===== config.mk =====
export PLATFORM = sky130hd
export DESIGN_NAME = imr_master_rx
export DESIGN_NICKNAME = d
export VERILOG_FILES = /design/src/rtl/imr_pkg.sv /design/src/rtl/imr_master_rx.sv /design/src/rtl/imr_rx_buf.sv
export SDC_FILE = /design/constraint.sdc
export NUM_CORES = 1
export LEC_CHECK = 0
export ABC_AREA = 1
export ABC_CLOCK_PERIOD_IN_PS = 2540
export BUFFER_PORTS_ARGS = -buffer_cell sky130_fd_sc_hd__buf_2
export CAP_MARGIN = 5
export CELL_PAD_IN_SITES_DETAIL_PLACEMENT = 1
export CELL_PAD_IN_SITES_GLOBAL_PLACEMENT = 1
export CORE_MARGIN = 8
export CORE_UTILIZATION = 35
export CTS_CLUSTER_DIAMETER = 150
export DETAILED_ROUTE_END_ITERATION = 7
export PLACE_DENSITY_LB_ADDON = 0.2
export SYNTH_ARGS = -nofsm -noshare
export SYNTH_HDL_FRONTEND = slang
export SYNTH_HIERARCHICAL = 1
export SYNTH_SLANG_ARGS = --single-unit

===== constraint.sdc =====
create_clock -name clk -period 2.54 [get_ports clk]
set_clock_uncertainty 0.2 [all_clocks]
set_input_delay 0.127 -clock clk [delete_from_list [all_inputs] [get_ports clk]]
set_output_delay 0.127 -clock clk [all_outputs]
set_load 0.01 [all_outputs]

===== src/rtl/imr_pkg.sv =====
// Package of constants and types for the master receive block with wait insertion
package imr_pkg;

	// ==========================================
	// Timing
	localparam int CLK_PERIOD_NS = 10;
	localparam int SCL_HALF_NS = 40;
	localparam int SCL_HALF_CYC_I = (SCL_HALF_NS / CLK_PERIOD_NS) < 1 ? 1 :
		(SCL_HALF_NS / CLK_PERIOD_NS);
	localparam int HALF_W = 4;
	localparam logic [HALF_W-1:0] SCL_HALF_CYC = HALF_W'(SCL_HALF_CYC_I - 1);

	// ==========================================
	// Widths and reset values
	localparam int DATA_W = 8;
	localparam int BUF_DEPTH = 2;
	localparam logic [2:0] BC_RESET = 3'h0;
	localparam logic [2:0] BC_LAST = 3'h1;
	localparam logic [DATA_W-1:0] DATA_RESET = 8'h00;

	// ==========================================
	// Types
	typedef enum logic [7:0] {
		ST_IDLE  = 8'b0000_0001,
		ST_DLOW  = 8'b0000_0010,
		ST_DWAIT = 8'b0000_0100,
		ST_DHIGH = 8'b0000_1000,
		ST_HOLD  = 8'b0001_0000,
		ST_ALOW  = 8'b0010_0000,
		ST_AWAIT = 8'b0100_0000,
		ST_AHIGH = 8'b1000_0000
	} imr_state_t;

	typedef struct packed {
		logic ack_data_bit;
		logic wait_enable;
		logic bus_irq_enable;
	} imr_ctrl_t;

	typedef struct packed {
		logic bus_irq_flag;
		logic frame_end_flag;
		logic [2:0] bit_counter;
		logic transmit_select;
		logic busy;
	} imr_stat_t;

endpackage : imr_pkg


===== src/rtl/imr_master_rx.sv =====
// Two-wire bus master receiver with wait insertion
`timescale 1ns/10ps
module imr_master_rx
	import imr_pkg::*;
(
	input wire logic clk,
	input wire logic nrst,
	input wire logic scl_i,
	output logic scl_o,
	output logic scl_oe,
	input wire logic sda_i,
	output logic sda_o,
	output logic sda_oe,
	input imr_ctrl_t ctrl,
	input wire logic ts_wr,
	input wire logic ts_wdata,
	input wire logic irq_clear,
	input wire logic data_read,
	output imr_stat_t stat,
	output logic irq,
	output logic rx_valid,
	output logic [DATA_W-1:0] rx_data
);

	imr_state_t state_ff;
	imr_state_t nxt_state;
	logic [HALF_W-1:0] cnt_ff;
	logic [HALF_W-1:0] nxt_cnt;
	logic [2:0] bc_ff;
	logic [DATA_W-1:0] shreg_ff;
	logic scl_s1_ff;
	logic scl_s2_ff;
	logic scl_s3_ff;
	logic sda_s1_ff;
	logic sda_s2_ff;
	logic scl_rise;
	logic flag_ff;
	logic frame_end_ff;
	logic ts_ff;
	logic ts_pend_ff;
	logic ack_ff;
	logic scl_oe_ff;
	logic sda_oe_ff;
	logic buf_in_valid;
	logic buf_in_ready;
	logic start_rx;
	logic cnt_done;
	logic set8;
	logic set9;
	logic push_byte;
	logic wait_release;
	logic enter_ack;
	logic drive_ack;
	logic nxt_scl_oe;
	logic nxt_sda_oe;

	// ==========================================
	// Pin synchronisers
	always_ff @(posedge clk) begin
		if (!nrst) begin
			scl_s1_ff <= 1'b1;
			scl_s2_ff <= 1'b1;
			scl_s3_ff <= 1'b1;
			sda_s1_ff <= 1'b1;
			sda_s2_ff <= 1'b1;
		end else begin
			scl_s1_ff <= scl_i;
			scl_s2_ff <= scl_s1_ff;
			scl_s3_ff <= scl_s2_ff;
			sda_s1_ff <= sda_i;
			sda_s2_ff <= sda_s1_ff;
		end
	end

	assign scl_rise = scl_s2_ff && !scl_s3_ff;

	// ==========================================
	// Control decode
	assign cnt_done = (cnt_ff == '0);
	assign start_rx = data_read && (state_ff == ST_IDLE) && !ts_ff;
	assign push_byte = (state_ff == ST_DHIGH) && cnt_done && (bc_ff == BC_RESET);
	assign set8 = push_byte && ctrl.wait_enable;
	assign set9 = (state_ff == ST_AWAIT) && scl_rise;
	assign buf_in_valid = push_byte;
	assign wait_release = (state_ff == ST_HOLD) && !flag_ff;

	// ==========================================
	// Sequencer
	always_comb begin
		nxt_state = state_ff;
		nxt_cnt = cnt_ff;
		case (state_ff)
			ST_IDLE: begin
				if (start_rx) begin
					nxt_state = ST_DLOW;
					nxt_cnt = SCL_HALF_CYC;
				end
			end
			ST_DLOW: begin
				// No new frame until the buffer has room
				if (bc_ff != BC_RESET || buf_in_ready) begin
					if (cnt_done) begin
						nxt_state = ST_DWAIT;
					end else begin
						nxt_cnt = cnt_ff - 1'b1;
					end
				end
			end
			ST_DWAIT: begin
				if (scl_rise) begin
					nxt_state = ST_DHIGH;
					nxt_cnt = SCL_HALF_CYC;
				end
			end
			ST_DHIGH: begin
				if (cnt_done) begin
					nxt_cnt = SCL_HALF_CYC;
					if (bc_ff != BC_RESET) begin
						nxt_state = ST_DLOW;
					end else if (ctrl.wait_enable) begin
						nxt_state = ST_HOLD;
					end else begin
						nxt_state = ST_ALOW;
					end
				end else begin
					nxt_cnt = cnt_ff - 1'b1;
				end
			end
			ST_HOLD: begin
				if (wait_release) begin
					nxt_state = ST_ALOW;
					nxt_cnt = SCL_HALF_CYC;
				end
			end
			ST_ALOW: begin
				if (cnt_done) begin
					nxt_state = ST_AWAIT;
				end else begin
					nxt_cnt = cnt_ff - 1'b1;
				end
			end
			ST_AWAIT: begin
				if (scl_rise) begin
					nxt_state = ST_AHIGH;
					nxt_cnt = SCL_HALF_CYC;
				end
			end
			ST_AHIGH: begin
				if (cnt_done) begin
					nxt_cnt = SCL_HALF_CYC;
					nxt_state = ts_ff ? ST_IDLE : ST_DLOW;
				end else begin
					nxt_cnt = cnt_ff - 1'b1;
				end
			end
			default: begin
				nxt_state = ST_IDLE;
				nxt_cnt = '0;
			end
		endcase
	end

	always_ff @(posedge clk) begin
		if (!nrst) begin
			state_ff <= ST_IDLE;
			cnt_ff <= '0;
		end else begin
			state_ff <= nxt_state;
			cnt_ff <= nxt_cnt;
		end
	end

	// ==========================================
	// Bit counter and shift register
	always_ff @(posedge clk) begin
		if (!nrst) begin
			bc_ff <= BC_RESET;
			shreg_ff <= DATA_RESET;
		end else if (state_ff == ST_DWAIT && scl_rise) begin
			bc_ff <= bc_ff - 1'b1;
			shreg_ff <= {shreg_ff[DATA_W-2:0], sda_s2_ff};
		end
	end

	// ==========================================
	// Interrupt flag and frame end flag
	always_ff @(posedge clk) begin
		if (!nrst) begin
			flag_ff <= 1'b0;
		end else if (set8 || set9) begin
			flag_ff <= 1'b1;
		end else if (irq_clear) begin
			flag_ff <= 1'b0;
		end
	end

	always_ff @(posedge clk) begin
		if (!nrst) begin
			frame_end_ff <= 1'b0;
		end else if (set9) begin
			frame_end_ff <= 1'b1;
		end else if (irq_clear) begin
			frame_end_ff <= 1'b0;
		end
	end

	assign irq = flag_ff && ctrl.bus_irq_enable;

	// ==========================================
	// Transmit select with deferred set
	always_ff @(posedge clk) begin
		if (!nrst) begin
			ts_ff <= 1'b0;
			ts_pend_ff <= 1'b0;
		end else begin
			if (ts_wr && ts_wdata && state_ff != ST_IDLE) begin
				ts_pend_ff <= 1'b1;
			end else if (ts_wr) begin
				ts_ff <= ts_wdata;
				ts_pend_ff <= 1'b0;
			end
			if (set9 && (ts_pend_ff || (ts_wr && ts_wdata))) begin
				ts_ff <= 1'b1;
				ts_pend_ff <= 1'b0;
			end
		end
	end

	// ==========================================
	// Acknowledge capture
	always_ff @(posedge clk) begin
		if (!nrst) begin
			ack_ff <= 1'b1;
		end else if (enter_ack) begin
			ack_ff <= ctrl.ack_data_bit;
		end
	end

	// ==========================================
	// Pin driver decode
	always_comb begin
		enter_ack = (nxt_state == ST_ALOW) && (state_ff != ST_ALOW);
		drive_ack = enter_ack ? !ctrl.ack_data_bit : !ack_ff;
		nxt_scl_oe = 1'b0;
		nxt_sda_oe = 1'b0;
		case (nxt_state)
			ST_DLOW, ST_HOLD: begin
				nxt_scl_oe = 1'b1;
			end
			ST_ALOW: begin
				nxt_scl_oe = 1'b1;
				nxt_sda_oe = drive_ack;
			end
			ST_AWAIT, ST_AHIGH: begin
				nxt_sda_oe = drive_ack;
			end
			default: begin
				nxt_scl_oe = 1'b0;
				nxt_sda_oe = 1'b0;
			end
		endcase
	end

	// ==========================================
	// Pin drivers
	always_ff @(posedge clk) begin
		if (!nrst) begin
			scl_oe_ff <= 1'b0;
			sda_oe_ff <= 1'b0;
		end else begin
			scl_oe_ff <= nxt_scl_oe;
			sda_oe_ff <= nxt_sda_oe;
		end
	end

	assign scl_oe = scl_oe_ff;
	assign scl_o = 1'b0;
	assign sda_oe = sda_oe_ff;
	assign sda_o = 1'b0;

	// ==========================================
	// Received data buffer
	imr_rx_buf #(
		.WIDTH(DATA_W),
		.DEPTH(BUF_DEPTH)
	) u_rx_buf (
		.clk(clk),
		.nrst(nrst),
		.in_valid(buf_in_valid),
		.in_ready(buf_in_ready),
		.in_data(shreg_ff),
		.out_valid(rx_valid),
		.out_ready(data_read),
		.out_data(rx_data)
	);

	// ==========================================
	// Status
	assign stat.bus_irq_flag = flag_ff;
	assign stat.frame_end_flag = frame_end_ff;
	assign stat.bit_counter = bc_ff;
	assign stat.transmit_select = ts_ff;
	assign stat.busy = (state_ff != ST_IDLE);

endmodule : imr_master_rx


===== src/rtl/imr_rx_buf.sv =====
// Two-entry receive buffer with valid and ready on both sides
`timescale 1ns/10ps
module imr_rx_buf
	import imr_pkg::*;
#(
	parameter int WIDTH = DATA_W,
	parameter int DEPTH = BUF_DEPTH
) (
	input wire logic clk,
	input wire logic nrst,
	input wire logic in_valid,
	output logic in_ready,
	input wire logic [WIDTH-1:0] in_data,
	output logic out_valid,
	input wire logic out_ready,
	output logic [WIDTH-1:0] out_data
);

	localparam int PW = (DEPTH > 1) ? $clog2(DEPTH) : 1;

	logic [WIDTH-1:0] mem_ff [DEPTH];
	logic [PW-1:0] wr_ptr_ff;
	logic [PW-1:0] rd_ptr_ff;
	logic [PW:0] count_ff;
	logic push;
	logic pop;

	// ==========================================
	// Handshake
	assign in_ready = (count_ff != (PW+1)'(DEPTH));
	assign out_valid = (count_ff != '0);
	assign push = in_valid && in_ready;
	assign pop = out_valid && out_ready;
	assign out_data = mem_ff[rd_ptr_ff];

	// ==========================================
	// Storage
	always_ff @(posedge clk) begin
		if (push) begin
			mem_ff[wr_ptr_ff] <= in_data;
		end
	end

	always_ff @(posedge clk) begin
		if (!nrst) begin
			wr_ptr_ff <= '0;
			rd_ptr_ff <= '0;
			count_ff <= '0;
		end else begin
			if (push) begin
				wr_ptr_ff <= (wr_ptr_ff == PW'(DEPTH - 1)) ? '0 : wr_ptr_ff + 1'b1;
			end
			if (pop) begin
				rd_ptr_ff <= (rd_ptr_ff == PW'(DEPTH - 1)) ? '0 : rd_ptr_ff + 1'b1;
			end
			if (push && !pop) begin
				count_ff <= count_ff + 1'b1;
			end else if (pop && !push) begin
				count_ff <= count_ff - 1'b1;
			end
		end
	end

endmodule : imr_rx_buf

==> flow_summary_export.csv <==
group,metric,value,unit
yosys,synth.mux.area_fraction,3.33,%
timing,report.final.slew_viol_count,0,
drt,drt_first_pass_iters,4,
setup_path,arr_time_crit_path,2130,ps
placement,dp.cells,462,
drt,detailroute.wirelength.met2,3.14,mm
drt,highest-signal-layer,"met4",
yosys,netlist_top_cells_area,"sky130_fd_sc_hd__dfxtp_1 (30%), sky130_fd_sc_hd__edfxtp_1 (18%), sky130_fd_sc_hd__nand2_1 (9.8%)",
drt,drt-vias-per-instance,4.63,
grt,grt_start_max_net_pins,23,
placement,gp_congestion,0.830,
setup_path,worstPathMaxFanout,5,
yosys,yosys_register_bits,56,
yosys,post-synth-top-area-fraction,29.6,%
grt,track_usage,11.8,%
grt,grt_pass1_vias,2290,
clocking,cts_inserted_buffers,5,
floorplan,floorplan.die_area,10800,um^2
clocking,clock_tree_from_tritoncts,"yes",
power_and_ir_drop,total_power,1.75,mW
timing,rsz0062_at_grt,"false",
timing,finalWorstSetupSlack,478,ps
drt,met3WireLength,172,um
final_layout,final_core_density,40.9,%
grt,antenna_found_initial,0,
final_layout,finish.cell_count_without_fillers,477,
timing,fin_setup_tns,0,ps
drt,final_antenna_net_count,0,
placement,numPortBuffers,29,
yosys,synth_xor_xnor_area_share,0.324,%
setup_path,timing.critical_path.slowest_stage_cell,"sky130_fd_sc_hd__dfxtp_1",
floorplan,initial_utilization,35.6,%
setup_path,crit_path_max_incr_delay,330,ps
yosys,post_synth_inst_count,337,
floorplan,horizontal_die_dimension,104,um
yosys,synth_compound_gate_area_share,7.17,%
final_layout,diodes,0,
yosys,synth_seq_area_share,47.3,%
power_and_ir_drop,power_density,562,nW/um^2
outcome,status,"finished clean",
setup_path,critical_path_required,2600,ps
setup_path,crit_path_cell_trace,"inv_1, ha_1, nand2_2, nor2_2, inv_1, nor2_2, nand2_4, clkinv_2, ha_1, inv_1, nand3_1, nand2_1, inv_1, nor2_1",
timing,min_period,2060,ps
timing,fmax,0.485,GHz
drt,route.layer.met1.wl,2.77,mm
final_layout,area.growth.synth_to_final,14.9,%
clocking,cts-resized-gates,0,
timing,fin_crit_sh,81.2,%
yosys,netlist_area,2710,um^2
hold_path,hp-class,"input pin to register",
yosys,synth_top_family_by_area,"simple AND/OR/NAND/NOR gates",
placement,worst_case_setup_slack_after_placement,484,ps
floorplan,fp.dieH,104,um
drt,drc,0,
placement,hpwlAfterDp,4.81,mm
timing,relSlewSlack,63.8,%
drt,initial_drc_count,45,
final_layout,layout-drive-gt1-share,24.0,%
yosys,synth_warnings,6,
clocking,htree_num_levels,2,
final_layout,layout.nets,390,
floorplan,core_area,7610,um^2
timing,final-hold-violation-count,0,
clocking,cts.path.max_buffers,2,
drt,detail_route.wl_per_cell,12.9,um
timing,setup-violations-final,0,
setup_path,crit_type,"register to register",
power_and_ir_drop,power_leakage,1.43,nW
floorplan,pin_count,32,
grt,grt_overflow,0,
yosys,postSynthAreaPerCell,8.03,um^2
flow_run,max_cap_viol_count,0,
power_and_ir_drop,vdd.ir_drop.worst,0.239,mV
setup_path,cp_common_cell,"sky130_fd_sc_hd__inv_1",
clocking,clk_root_buffer_cell,"sky130_fd_sc_hd__clkbuf_8",
yosys,synth-simple-area-share,30.6,%
clocking,cts.sinks,56,
clocking,clock_latency_late_sink,320,ps
setup_path,timing.critical_path.to_type,"register",
yosys,synth_cell_type_count,33,
setup_path,critPathLaunchType,"register",
drt,dr_total_vias,2209,
clocking,clk_pin_slew,110,ps
timing,worst_pin_slew,542,ps
drt,totalWireLength,6.15,mm
floorplan,placement_rows,32,
yosys,synth_fa_ha_area_share,2.31,%
grt,grt_pass1_wl,10.7,mm
yosys,synth.largest_area_cell,"sky130_fd_sc_hd__dfxtp_1",
==> layout by cell type (no fill, tap or decap) <==
master                          instances
sky130_fd_sc_hd__nor2_2                 8
sky130_fd_sc_hd__dfxtp_1               40
sky130_fd_sc_hd__xnor2_1                1
sky130_fd_sc_hd__ha_1                   5
sky130_fd_sc_hd__a31oi_1                1
sky130_fd_sc_hd__inv_1                 32
sky130_fd_sc_hd__o21a_2                 1
sky130_fd_sc_hd__conb_1                 2
sky130_fd_sc_hd__clkinv_4               1
sky130_fd_sc_hd__or2_2                  4
sky130_fd_sc_hd__inv_2                 10
sky130_fd_sc_hd__inv_4                  1
sky130_fd_sc_hd__clkbuf_8               5
sky130_fd_sc_hd__o21ai_1                3
sky130_fd_sc_hd__clkinvlp_4             1
sky130_fd_sc_hd__nand3_2                1
sky130_fd_sc_hd__a21oi_1               15
sky130_fd_sc_hd__dlygate4sd3_1          7
sky130_fd_sc_hd__buf_2                 29
sky130_fd_sc_hd__o21ai_0               15
sky130_fd_sc_hd__nand3_4                1
sky130_fd_sc_hd__mux2_2                 8
sky130_fd_sc_hd__o22ai_1                1
sky130_fd_sc_hd__nand3b_1               1
sky130_fd_sc_hd__edfxtp_1              16
sky130_fd_sc_hd__nor2_1                49
sky130_fd_sc_hd__nand3_1               21
sky130_fd_sc_hd__a21boi_1               1
sky130_fd_sc_hd__clkinv_2               1
sky130_fd_sc_hd__nand4_1                4
sky130_fd_sc_hd__nand2_2                6
sky130_fd_sc_hd__buf_4                  4
sky130_fd_sc_hd__nor2_8                 1
sky130_fd_sc_hd__inv_8                  1
sky130_fd_sc_hd__nand2_4                7
sky130_fd_sc_hd__nand2_1               71
==> metrics by stage <==
stage                     cell area [um^2]  hold slack [ps]
after floorplan                       2710             33.6
after global placement                2940              113
after detailed placement              2940              117
after CTS                             3110             31.5
after global routing                  3110             38.0
final                                 3110             27.8
==> layout make-up <==
| type | count | area, um^2 |
|---|---|---|
| well taps | 102 | 128 |
| multi-input cells | 227 | 1190 |
| flip-flops and latches | 56 | 1280 |
| repair buffers | 40 | 245 |
| clock inverters | 3 | 27.5 |
| clock buffers | 5 | 68.8 |
| fillers | 963 | 4500 |
| inverters | 44 | 169 |
==> registers in the layout, indices dropped and copies added, names as in the netlist, named ones only <==
| name | cells |
|---|---|
| bc_ff | 3 |
| u_rx_buf/rd_ptr_ff | 1 |
| scl_s1_ff | 1 |
| state_ff | 8 |
| scl_s3_ff | 1 |
| cnt_ff | 4 |
| frame_end_ff | 1 |
| u_rx_buf/wr_ptr_ff | 1 |
| sda_s2_ff | 1 |
| shreg_ff | 8 |
| scl_s2_ff | 1 |
| u_rx_buf/mem_ff | 16 |
| ts_ff | 1 |
| scl_oe | 1 |
| sda_s1_ff | 1 |
| sda_oe | 1 |
| flag_ff | 1 |
| u_rx_buf/count_ff | 2 |
| ack_ff | 1 |
| ts_pend_ff | 1 |
==> routing by layer <==
layer,up-vias,global-route usage [%]
met4,0,3.10
met3,7,2.60
met5,-,0
met1,1036,13.3
li1,1141,-
met2,25,22.0
==> final timing paths <==
| kind | from | end | slack [ps] | depth (start not counted) |
|---|---|---|---|---|
| max | cnt_ff[0] | u_rx_buf/count_ff[1] | 480 | 14 |
| min | nrst | scl_s3_ff | 30 | 3 |
| max reg2reg | cnt_ff[0] | u_rx_buf/count_ff[1] | 480 | 14 |
| min reg2reg | scl_s1_ff | scl_s2_ff | 230 | 1 |
==> worst max-delay path, delay by kind of cell, from the launching register on <==
kind	cells	cell delay [ps]
buf+inv	5	400
fa+ha+maj	2	400
simple gates	7	690
flops	1	330
==> Yosys cell counts, drive strengths merged <==
cell	instances
a21boi	1
a21oi	15
a31oi	1
buf	10
clkbuf	1
clkinv	1
conb	1
dfxtp	40
edfxtp	16
ha	5
inv	43
mux2	8
nand2	84
nand3	23
nand3b	1
nand4	4
nor2	58
o21a	1
o21ai	18
o22ai	1
or2	4
xnor2	1
==> cell families (layout without fill, tap and decap cells) <==
family,Yosys count,in the layout
multiplexers,8,8
AO/OA/AOI/OAI,37,37
adder cells (fa/ha/maj),5,5
XOR/XNOR,1,1
flip-flops,56,56
AND/OR/NAND/NOR,174,174
buffers and inverters,55,92
other,1,2
==> repair_timing <==
action	in CTS	in global routing
hold buffers	7	0
buffers inserted	0	0
hold endpoints to repair	8	0
endpoints found under the setup margin	0	0
==> report_power, final <==
part / internal, mW / leakage [nW] / switching (mW)
Sequential: 0.936 / 0.511 / 0.0204
Combinational: 0.0979 / 0.875 / 0.171
Clock: 0.203 / 0.0463 / 0.320
Total: 1.24 / 1.43 / 0.511
Power figures use the tool's default switching activity.
